===== src/inc/pwsd_pkg.sv =====
// Package for the pulse width and signal detect register bank.
// Assumes an 8-bit local register port and a single 25 MHz system clock.
package pwsd_pkg;
	localparam int unsigned CLK_HZ              = 25000000;
	localparam int unsigned SHORT_PULSE_NS      = 500;
	localparam int unsigned SHORT_PULSE_CLKS    = (SHORT_PULSE_NS * (CLK_HZ / 1000000)) / 1000;
	localparam logic [7:0]  PULSE_WIDTH_RESET   = 8'(SHORT_PULSE_CLKS - 2);
	localparam logic [7:0]  OFF_SOFT_RESET      = 8'h05;
	localparam logic [7:0]  OFF_FALL_ENABLE     = 8'h2C;
	localparam logic [7:0]  OFF_RISE_ENABLE     = 8'h2D;
	localparam logic [7:0]  OFF_PULSE_WIDTH     = 8'h2E;
	localparam logic [7:0]  OFF_LINE_STATUS     = 8'h2F;
	localparam logic [7:0]  SOFT_RESET_CODE     = 8'h81;
	localparam logic [7:0]  REG_RESET           = 8'h00;
	localparam logic [3:0]  LOW_NIBBLE_MASK     = 4'hF;
	localparam logic [1:0]  CHAN_RESET_LO       = 2'h2;
	localparam logic [1:0]  CHAN_RESET_HI       = 2'h3;
	localparam int unsigned SOFT_RESET_CLKS     = 16;
	localparam int unsigned LINE_COUNT          = 4;

	typedef struct packed
	{
		logic       wr;
		logic       rd;
		logic [7:0] addr;
		logic [7:0] wdata;
	} pwsd_bus_req_t;

	typedef struct packed
	{
		logic negotiation_active_line;
		logic host_restart_line;
		logic host_busy_line;
		logic host_strobe_line;
	} pwsd_lines_t;

	typedef enum logic [1:0]
	{
		PWSD_MODE_COMPAT,
		PWSD_MODE_NIBBLE_BYTE,
		PWSD_MODE_ECP_EPP,
		PWSD_MODE_MANUAL
	} pwsd_mode_t;
endpackage


===== src/logic/pwsd_regs.sv =====
// Register bank: pulse width, edge detect enables, line change status, soft reset.
// Assumes a synchronous 8-bit local register port on clk and a mode input.
`timescale 1ns/1ns
module pwsd_regs
	import pwsd_pkg::*;
#(
	parameter int unsigned RESET_CLKS = SOFT_RESET_CLKS
) (
	input  wire logic                  clk,
	input  wire logic                  rst_n,
	input  wire pwsd_pkg::pwsd_bus_req_t bus_req,
	input  wire logic [1:0]            channel_select,
	output logic [7:0]                 bus_rdata,
	input  wire pwsd_pkg::pwsd_mode_t  port_mode,
	input  wire logic                  signal_change_irq_enable,
	input  wire pwsd_pkg::pwsd_lines_t host_lines,
	input  wire logic                  short_pulse_start,
	input  wire logic                  ack_pulse_start,
	output logic                       short_pulse_out,
	output logic                       ack_pulse_out,
	output logic                       signal_change_irq,
	output logic                       soft_reset_out
);
	import pwsd_pkg::*;

	logic [7:0] pulse_width_ff;
	logic [7:0] nxt_pulse_width;
	logic [3:0] fall_en_ff;
	logic [3:0] nxt_fall_en;
	logic [3:0] rise_en_ff;
	logic [3:0] nxt_rise_en;
	logic [3:0] status_ff;
	logic [3:0] nxt_status;
	logic [7:0] rdata_ff;
	logic [7:0] nxt_rdata;
	logic       irq_ff;
	logic       nxt_irq;
	logic       short_ff;
	logic       nxt_short;
	logic       ack_ff;
	logic       nxt_ack;
	logic       sreset_ff;
	logic       nxt_sreset;
	logic [7:0] sreset_cnt_ff;
	logic [7:0] nxt_sreset_cnt;
	logic [3:0] rise_pulse;
	logic [3:0] fall_pulse;
	logic       pulse_active;
	logic       compat;
	logic       manual;
	logic       start_pulse;

	function automatic logic hit(input pwsd_bus_req_t req, input logic [7:0] off);
		hit = (req.addr == off);
	endfunction

	pwsd_line_sync #(
		.WIDTH (LINE_COUNT)
	) u_sync (
		.clk        (clk),
		.rst_n      (rst_n),
		.lines_in   (host_lines),
		.rise_pulse (rise_pulse),
		.fall_pulse (fall_pulse)
	);

	assign compat      = (port_mode == PWSD_MODE_COMPAT);
	assign manual      = (port_mode == PWSD_MODE_MANUAL);
	assign start_pulse = compat ? ack_pulse_start : short_pulse_start;

	// One timer serves both uses; the mode picks which output carries it.
	pwsd_pulse_timer #(
		.WIDTH (8)
	) u_timer (
		.clk    (clk),
		.rst_n  (rst_n),
		.start  (start_pulse),
		.length (pulse_width_ff),
		.active (pulse_active)
	);

	always_comb
	begin
		nxt_pulse_width = pulse_width_ff;
		nxt_fall_en     = fall_en_ff;
		nxt_rise_en     = rise_en_ff;
		nxt_status      = status_ff;
		nxt_sreset      = 1'b0;
		nxt_sreset_cnt  = sreset_cnt_ff;
		nxt_rdata       = rdata_ff;
		if (bus_req.wr)
		begin
			if (hit(bus_req, OFF_PULSE_WIDTH))
				nxt_pulse_width = bus_req.wdata;
			if (hit(bus_req, OFF_FALL_ENABLE))
				nxt_fall_en = bus_req.wdata[3:0] & LOW_NIBBLE_MASK;
			if (hit(bus_req, OFF_RISE_ENABLE))
				nxt_rise_en = bus_req.wdata[3:0];
			if (hit(bus_req, OFF_LINE_STATUS))
				nxt_status = '0;
		end
		// Only in manual mode do enabled edges latch; a set beats a same-cycle clear.
		if (manual)
			nxt_status = nxt_status | (fall_pulse & fall_en_ff)
				| (rise_pulse & rise_en_ff);
		// The only command is reset, and only through channel 2 or 3.
		if (bus_req.wr && hit(bus_req, OFF_SOFT_RESET) && bus_req.wdata == SOFT_RESET_CODE
			&& (channel_select == CHAN_RESET_LO || channel_select == CHAN_RESET_HI))
			nxt_sreset_cnt = 8'(RESET_CLKS);
		else if (sreset_cnt_ff != '0)
			nxt_sreset_cnt = sreset_cnt_ff - 8'h01;
		nxt_sreset = (nxt_sreset_cnt != '0);
		nxt_irq    = signal_change_irq_enable && manual && (status_ff != '0);
		nxt_short  = pulse_active && !compat;
		nxt_ack    = pulse_active && compat;
		if (bus_req.rd)
		begin
			if (hit(bus_req, OFF_PULSE_WIDTH))
				nxt_rdata = pulse_width_ff;
			else if (hit(bus_req, OFF_FALL_ENABLE))
				nxt_rdata = {4'h0, fall_en_ff};
			else if (hit(bus_req, OFF_RISE_ENABLE))
				nxt_rdata = {4'h0, rise_en_ff};
			else if (hit(bus_req, OFF_LINE_STATUS))
				nxt_rdata = {4'h0, status_ff};
			else
				nxt_rdata = REG_RESET;
		end
	end

	always_ff @(posedge clk or negedge rst_n)
	begin
		if (!rst_n)
		begin
			pulse_width_ff <= PULSE_WIDTH_RESET;
			fall_en_ff     <= '0;
			rise_en_ff     <= '0;
			status_ff      <= '0;
			rdata_ff       <= REG_RESET;
			irq_ff         <= 1'b0;
			short_ff       <= 1'b0;
			ack_ff         <= 1'b0;
			sreset_ff      <= 1'b0;
			sreset_cnt_ff  <= '0;
		end
		else if (sreset_ff)
		begin
			pulse_width_ff <= PULSE_WIDTH_RESET;
			fall_en_ff     <= '0;
			rise_en_ff     <= '0;
			status_ff      <= '0;
			rdata_ff       <= REG_RESET;
			irq_ff         <= 1'b0;
			short_ff       <= 1'b0;
			ack_ff         <= 1'b0;
			sreset_ff      <= nxt_sreset;
			sreset_cnt_ff  <= nxt_sreset_cnt;
		end
		else
		begin
			pulse_width_ff <= nxt_pulse_width;
			fall_en_ff     <= nxt_fall_en;
			rise_en_ff     <= nxt_rise_en;
			status_ff      <= nxt_status;
			rdata_ff       <= nxt_rdata;
			irq_ff         <= nxt_irq;
			short_ff       <= nxt_short;
			ack_ff         <= nxt_ack;
			sreset_ff      <= nxt_sreset;
			sreset_cnt_ff  <= nxt_sreset_cnt;
		end
	end

	assign bus_rdata         = rdata_ff;
	assign signal_change_irq = irq_ff;
	assign short_pulse_out   = short_ff;
	assign ack_pulse_out     = ack_ff;
	assign soft_reset_out    = sreset_ff;
endmodule


===== src/logic/pwsd_line_sync.sv =====
// Three-stage synchroniser and edge detector for the monitored host lines.
// Assumes lines are asynchronous to clk.
`timescale 1ns/1ns
module pwsd_line_sync #(
	parameter int unsigned WIDTH = 4
) (
	input  wire logic             clk,
	input  wire logic             rst_n,
	input  wire logic [WIDTH-1:0] lines_in,
	output logic      [WIDTH-1:0] rise_pulse,
	output logic      [WIDTH-1:0] fall_pulse
);
	logic [WIDTH-1:0] s1_ff;
	logic [WIDTH-1:0] s2_ff;
	logic [WIDTH-1:0] s3_ff;
	logic [WIDTH-1:0] stable_ff;
	logic [WIDTH-1:0] nxt_stable;

	// A change counts once the second and third stages agree.
	always_comb
	begin
		nxt_stable = stable_ff;
		for (int i = 0; i < WIDTH; i++)
		begin
			if (s2_ff[i] == s3_ff[i])
				nxt_stable[i] = s3_ff[i];
		end
		rise_pulse = nxt_stable & ~stable_ff;
		fall_pulse = ~nxt_stable & stable_ff;
	end

	always_ff @(posedge clk or negedge rst_n)
	begin
		if (!rst_n)
		begin
			s1_ff     <= '1;
			s2_ff     <= '1;
			s3_ff     <= '1;
			stable_ff <= '1;
		end
		else
		begin
			s1_ff     <= lines_in;
			s2_ff     <= s1_ff;
			s3_ff     <= s2_ff;
			stable_ff <= nxt_stable;
		end
	end
endmodule


===== src/logic/pwsd_pulse_timer.sv =====
// Pulse generator: output high for a programmed number of clocks.
// Assumes start is a one-cycle pulse on clk.
`timescale 1ns/1ns
module pwsd_pulse_timer #(
	parameter int unsigned WIDTH = 8
) (
	input  wire logic             clk,
	input  wire logic             rst_n,
	input  wire logic             start,
	input  wire logic [WIDTH-1:0] length,
	output logic                  active
);
	logic [WIDTH-1:0] count_ff;
	logic [WIDTH-1:0] nxt_count;
	logic             active_ff;
	logic             nxt_active;

	// Loads the length and counts down; zero length gives no pulse.
	always_comb
	begin
		nxt_count  = count_ff;
		nxt_active = active_ff;
		if (start && !active_ff)
		begin
			nxt_count  = length;
			nxt_active = (length != '0);
		end
		else if (active_ff)
		begin
			nxt_count  = count_ff - WIDTH'(1);
			nxt_active = (count_ff != WIDTH'(1));
		end
	end

	always_ff @(posedge clk or negedge rst_n)
	begin
		if (!rst_n)
		begin
			count_ff  <= '0;
			active_ff <= 1'b0;
		end
		else
		begin
			count_ff  <= nxt_count;
			active_ff <= nxt_active;
		end
	end

	assign active = active_ff;
endmodule


===== config.mk =====
export PLATFORM = sky130hd
export DESIGN_NAME = pwsd_regs
export DESIGN_NICKNAME = d
export VERILOG_FILES = /design/src/inc/pwsd_pkg.sv /design/src/logic/pwsd_regs.sv /design/src/logic/pwsd_line_sync.sv /design/src/logic/pwsd_pulse_timer.sv
export SDC_FILE = /design/constraint.sdc
export NUM_CORES = 1
export LEC_CHECK = 0
export BUFFER_PORTS_ARGS = -buffer_cell sky130_fd_sc_hd__buf_2
export CAP_MARGIN = 5
export CORE_MARGIN = 3
export CORE_UTILIZATION = 50
export CTS_CLUSTER_SIZE = 16
export DETAILED_ROUTE_END_ITERATION = 10
export MAX_ROUTING_LAYER = met4
export PLACE_DENSITY = 0.71
export RECOVER_POWER = 50
export SYNTH_ARGS = -nofsm -noshare
export SYNTH_HDL_FRONTEND = slang
export SYNTH_SLANG_ARGS = --single-unit

===== constraint.sdc =====
create_clock -name clk -period 2.6 [get_ports clk]
set_clock_uncertainty 0.05 [all_clocks]
set_input_delay 0.52 -clock clk [delete_from_list [all_inputs] [get_ports clk]]
set_output_delay 0.52 -clock clk [all_outputs]
set_load 0.05 [all_outputs]

==> Yosys cells after proc, flatten, opt, wreduce, memory -nomap -nowiden <==
Index checks and enable logic that the tools add are counted.
{ "word_totals": {"reg_bits": 65, "latch_bits": 0, "ram_bits": 0, "rom_bits": 0, "inputBits": 31, "out_inout_bits": 12, "memories": 0} }
{ "op_classes": {"n_addsub": 2, "multipliers": 0, "n_div": 0, "order_cmp": 0, "eq_ne": 14, "shift": 0, "muxes": 33, "bitwise": 8, "n_reduce_logical": 25} }
{ "op_table": {"columns": ["operator", "count"], "rows": [
  ["8-bit two-way mux", 10],
  ["4-bit two-way mux", 13],
  ["8-bit by 6-bit equality test with 1-bit output, second input constant", 4],
  ["8-bit nonzero test", 3],
  ["4-bit AND", 4],
  ["8-bit by 1-bit subtractor with 8-bit output, second input constant", 2],
  ["2-bit nonzero test", 6],
  ["1-bit two-way mux", 10],
  ["8-bit by 3-bit equality test with 1-bit output, second input constant", 1],
  ["8-bit equality test, second input constant", 1],
  ["1-bit logical AND", 8],
  ["8-bit by 1-bit inequality test with 1-bit output, second input constant", 1],
  ["4-bit inverter", 2],
  ["4-bit bitwise OR", 2],
  ["2-bit equality test, second input constant", 3],
  ["2-bit AND reduction", 3],
  ["1-bit equality test", 4],
  ["4-bit nonzero test", 1],
  ["1-bit logical NOT", 2],
  ["2-bit logical NOT", 1],
  ["1-bit logical OR", 1]
]} }

==> Logic depth before layout (Yosys ltp) <==
{ "depth": {"depth_word": 9, "ltp_mapped": 6} }

==> Cells and area by module <==
A second synthesis with hierarchy kept.
{ "hier_totals": {"cells_unflattened": 296, "hier_area_um2": 3125.5} }
{ "by_module_without_submodules": {"columns": ["mod", "n_inst", "cells_per_inst", "area_each_um2"], "rows": [
  ["pwsd_regs", 1, 207, 2008.2],
  ["pwsd_pulse_timer", 1, 61, 585.6],
  ["pwsd_line_sync", 1, 28, 531.8]
]} }

==> Worst setup path after synthesis <==
OpenSTA, ideal clock, no wires.
{ "synth_path": {"path_kind": "input-to-reg", "from": "input port bus_req[12] (netlist name)", "to": "register sreset_cnt_ff[1]", "setup_time_ns": 0.120, "t_arrival_ns": 1.571, "required_ns": 2.430, "path_slack_ns": 0.859, "cell_stages": 3, "n_path_buf": 0, "cell_sequence": "nor4b_4 > nor4b_4 > and3b_1"} }
{ "synth_between": {"elab_chain_cells": 5} }
{ "synth_lines": {"columns": ["element", "line_no", "source"], "rows": [
  ["start: declaration", "pwsd_regs.sv:11", "input wire pwsd_pkg::pwsd_bus_req_t bus_req,"],
  ["8-bit by 3-bit equality test with 1-bit output", "pwsd_regs.sv:54", "hit = (req.addr == off);"],
  ["1-bit logical AND (2 in series)", "pwsd_regs.sv:107", "if (bus_req.wr && hit(bus_req, OFF_SOFT_RESET) && bus_req.wdata == SOFT_RESET_CODE"],
  ["1-bit logical AND", "pwsd_regs.sv:108", "&& (channel_select == CHAN_RESET_LO || channel_select == CHAN_RESET_HI))"],
  ["8-bit two-way mux", "pwsd_regs.sv:107", null],
  ["via nxt_sreset_cnt[1]", "pwsd_regs.sv:45", "logic [7:0] nxt_sreset_cnt;"],
  ["end signal: assignment", "pwsd_regs.sv:157", "sreset_cnt_ff <= nxt_sreset_cnt;"],
  ["end signal: assignment", "pwsd_regs.sv:170", "sreset_cnt_ff <= nxt_sreset_cnt;"],
  ["end: declaration", "pwsd_regs.sv:44", "logic [7:0] sreset_cnt_ff;"]
]} }
The timed path passes the listed nets, and every way through them passes these cells.
A chain may end at the register's enable or synchronous reset.

==> Worst setup path after layout <==
{ "layout_path": {"from": "register sreset_ff, in the netlist soft_reset_out", "to": "output port soft_reset_out"} }
{ "layout_lines": {"columns": ["element", "line_no", "source"], "rows": [
  ["start: declaration", "pwsd_regs.sv:42", "logic sreset_ff;"],
  ["start signal: assignment", "pwsd_regs.sv:156", "sreset_ff <= nxt_sreset;"],
  ["start signal: assignment", "pwsd_regs.sv:169", "sreset_ff <= nxt_sreset;"],
  ["end: declaration", "pwsd_regs.sv:22", "output logic soft_reset_out"]
]} }
No word-level cell between the ends.

==> key figures <==
Power and ir drop
  • Clock share of power: 0.362
  • Total power: around 2.4 mW
  • VDD IR-drop max: 0.000392 V
  • Comb power frac: 0.131
  • Leak Pwr: approximately 1.7 nW
  • NetSw: 676 µW
  • Switch share: 0.279
  • Flop pwr share: 0.507
  • Internal power: between 1.5 and 2 mW
  • Cell area power density: roughly 670 nW/µm²

Placement
  • HPWL after DPL: around 4400 µm
  • Final GP Congestion: 0.907
  • Placed Cells: 396
  • Pre-CTS WS: 0.471 ns
  • PortBufs: just over 40

Logic synthesis
  • Syn nets: 321
  • Xor and xnor area share after synthesis: 0.0280
  • Adder-Cell Fraction of Synth Area: 0.0288
  • Async SR Flop Fraction: 1.00
  • Post-synthesis mux area share: 0.104
  • Primary FF master, synth: dfrtp_1
  • Compound-Gate Fraction of Synth Area: 0.0779
  • Post-synth EDFFs: 0
  • Average cell area after synthesis: 11.0 µm²
  • Post-synthesis simple-gate area fraction: 0.214
  • Mapped Cells: about 290
  • Mapped Area: approximately 3100 µm²
  • Ys Warns: 0
  • Seq/Total Area, Yosys: 0.526
  • #FFs+latches synth: 65
  • Unique cell type count in the Yosys netlist: 52
  • Largest family of logic cells by synthesized area: simple AND/OR/NAND/NOR gates

GRT
  • Remaining Overflow, GRT: 0
  • Vias in the first global route: about 2200
  • GRT Total Usage: 0.202
  • Global-route wire length before repair: 11000 µm
  • Pin count of the biggest net entering global routing: 66
  • Initial antenna violation count: 0

Status
  • Status: complete, but fails checks
  • Failing checks: capacitance limit, slew limit

Setup path
  • Worst-path maximum fanout: 19
  • CP bufs+invs: 1
  • CP max stage cell: dfrtp_1
  • CP required: roughly 2 ns
  • Critical path, cell by cell: buf_2
  • Critical Path AT: ~1.6 ns
  • CP max stage delay: 0.83 ns
  • Crit end category: output port
  • Top delay family on crit path: flip-flops
  • CP startpoint kind: flop
  • Setup CP Type: flop to output port

Detailed routing
  • First-pass iteration count of the detailed router: 4
  • Final wirelength: ~6400 µm
  • Vias per inst: between 5 and 6
  • WL/cell: about 16 µm
  • Routed vias: about 2300
  • Antenna-violating nets left: 0
  • Residual DRC count: 0
  • Drt first-iter violations: approximately 130

Die
  • Die Y: around 85 µm
  • Die area: approximately 7300 µm²
  • Core ar.: 5990 µm²
  • Initial core utilization: 0.523
  • Die width: 85.2 µm
  • Row count: 28
  • Number of I/O pins: 43

Clock tree
  • Clock Tree Buf Depth: 2
  • CTS Hold Bufs: 0
  • Clk Tree Root Cell: clkbuf_8
  • Clock Latency Late Sink: 0.35 ns
  • # H-tree levels: 3
  • Post-CTS resize count: 0
  • Postcts setup bufs: 0
  • Clock sink count: 65
  • Clock buffer count from CTS: 9
  • CTS tree: done
  • Clk slew on worst S/H paths: around 0.08 ns

STA
  • RSZ-0062 raised after global routing: no
  • Fin Setup TNS: 0 ns
  • Top achievable clock speed: approximately 0.47 GHz
  • Worst-margin pin slew: ~1.5 ns
  • Min Hold Slack: about 0.21 ns
  • Max-slew headroom: -0.0299
  • Final Hold Fails: 0
  • Final min period: about 2.1 ns
  • Final slew viol count: 66
  • Tcrit/Tclk final: 0.819
  • Final worst slack: approximately 0.47 ns
  • Final setup fails: 0

Finish
  • Final std cells w/o fill: roughly 400
  • Area Growth Syn to Fin: 15.5%
  • Layout cell share with drive strength beyond 1: 0.267
  • # diodes: 0
  • # nets final: approximately 370

Hold path
  • Hold crit path type: primary input to flop

Run
  • Max_cap viols: 1
==> power groups by stage <==
stage / Clock, mW / Sequential, mW / Combinational (mW)
floorplan: 0 / 1.21 / 0.249
global placement: 0 / 1.24 / 0.316
detailed placement: 0 / 1.25 / 0.323
CTS: 0.907 / 1.23 / 0.326
global route: 0.956 / 1.25 / 0.363
finish: 0.879 / 1.23 / 0.318
==> metal layers <==
layer	GRT usage	vias up	share of wire
met2	0.289	37	0.46
met5	-	-	0
met1	0.278	1116	0.49
li1	-	1127	-
met3	0.0553	8	0.038
met4	0.0691	0	0.012
==> cells in the mapped netlist, drive strengths merged, types with 2 or more instances <==
library cell | n | share of area
o21ai | 12 | 0.019
nand4b | 2 | 0.0056
maj3 | 4 | 0.013
nor4b | 4 | 0.021
xnor2 | 7 | 0.020
nand4 | 5 | 0.015
nand3 | 9 | 0.014
a21oi | 5 | 0.0080
nor3 | 9 | 0.016
a31oi | 5 | 0.010
inv | 7 | 0.0084
nand3b | 2 | 0.0048
o221ai | 4 | 0.011
ha | 4 | 0.016
nor2b | 2 | 0.0040
clkbuf | 5 | 0.0060
mux2 | 4 | 0.014
mux2i | 28 | 0.089
a22oi | 2 | 0.0048
a211o | 2 | 0.0056
nor2 | 43 | 0.052
xor2 | 3 | 0.0084
nand2 | 16 | 0.019
and2 | 2 | 0.0040
buf | 4 | 0.0068
and4b | 5 | 0.016
nand2b | 6 | 0.012
dfstp | 18 | 0.15
nor4 | 5 | 0.010
dfrtp | 47 | 0.38
==> worst register-to-register path, stage by stage (launching register included) <==
cell and delay [ns]:
dfrtp_1 0.42, inv_1 0.12, ha_1 0.22, nor4b_1 0.45
nand3_1 0.16, a22oi_1 0.24, nand4b_1 0.12
==> final timing paths <==
path / startpoint / end / slack [ns] / depth (start not counted)
setup / recovery: soft_reset_out$_DFF_PN0_ / soft_reset_out / 0.47 / 1
hold / removal: host_lines[0] / u_sync.s1_ff[0]$_DFF_PN1_ / 0.21 / 1
setup reg to reg: sreset_cnt_ff[0]$_DFF_PN0_ / soft_reset_out$_DFF_PN0_ / 0.69 / 6
hold reg to reg: u_sync.s1_ff[3]$_DFF_PN1_ / u_sync.s2_ff[3]$_DFF_PN1_ / 0.31 / 0
max in group asynchronous: rst_n / sreset_cnt_ff[6]$_DFF_PN0_ / 0.99 / 2
min in group asynchronous: rst_n / u_timer.count_ff[6]$_DFFE_PN0P_ / 0.59 / 2
==> registers in the layout (all words and copies together), names as in the netlist, 4 cells and up <==
name / cells
u_sync.s2_ff: 4
fall_en_ff: 4
u_sync.s3_ff: 4
rise_en_ff: 4
sreset_cnt_ff: 8
pulse_width_ff: 8
u_sync.stable_ff: 4
bus_rdata: 8
u_timer.count_ff: 8
u_sync.s1_ff: 4
status_ff: 4
==> layout make-up <==
type	instances	area (µm²)
clock inverters	6	67.6
inverters	7	26.3
multi-input cells	205	1420
well taps	75	93.8
flip-flops and latches	65	1650
repair buffers	44	225
fillers	523	2370
clock buffers	10	138
==> placed cells by master, fill, tap and decap left out, drive strengths merged, types with 6 or more instances in the layout <==
| cell type | count |
|---|---|
| dfrtp | 47 |
| nor2 | 43 |
| buf | 43 |
| mux2i | 28 |
| dfstp | 18 |
| nand2 | 16 |
| o21ai | 12 |
| clkbuf | 11 |
| nand3 | 9 |
| nor3 | 9 |
| inv | 7 |
| xnor2 | 7 |
| nand2b | 6 |
==> stage by stage <==
| step | utilization | area, µm² |
|---|---|---|
| 3_5_place_dp | 0.572 | 3430 |
| 4_1_cts | 0.606 | 3630 |
| 6_report | 0.604 | 3620 |
| 3_3_place_gp | 0.572 | 3430 |
| 5_1_grt | 0.604 | 3620 |
| 2_1_floorplan | - | 3130 |
==> cell families after synthesis <==
logic type / Yosys count
XOR/XNOR: 10
AO/OA/AOI/OAI: 37
flip-flops: 65
adder cells (fa/ha/maj): 8
AND/OR/NAND/NOR: 118
multiplexers: 32
buffers and inverters: 16
No activity file was read; power rests on OpenSTA's default activity.
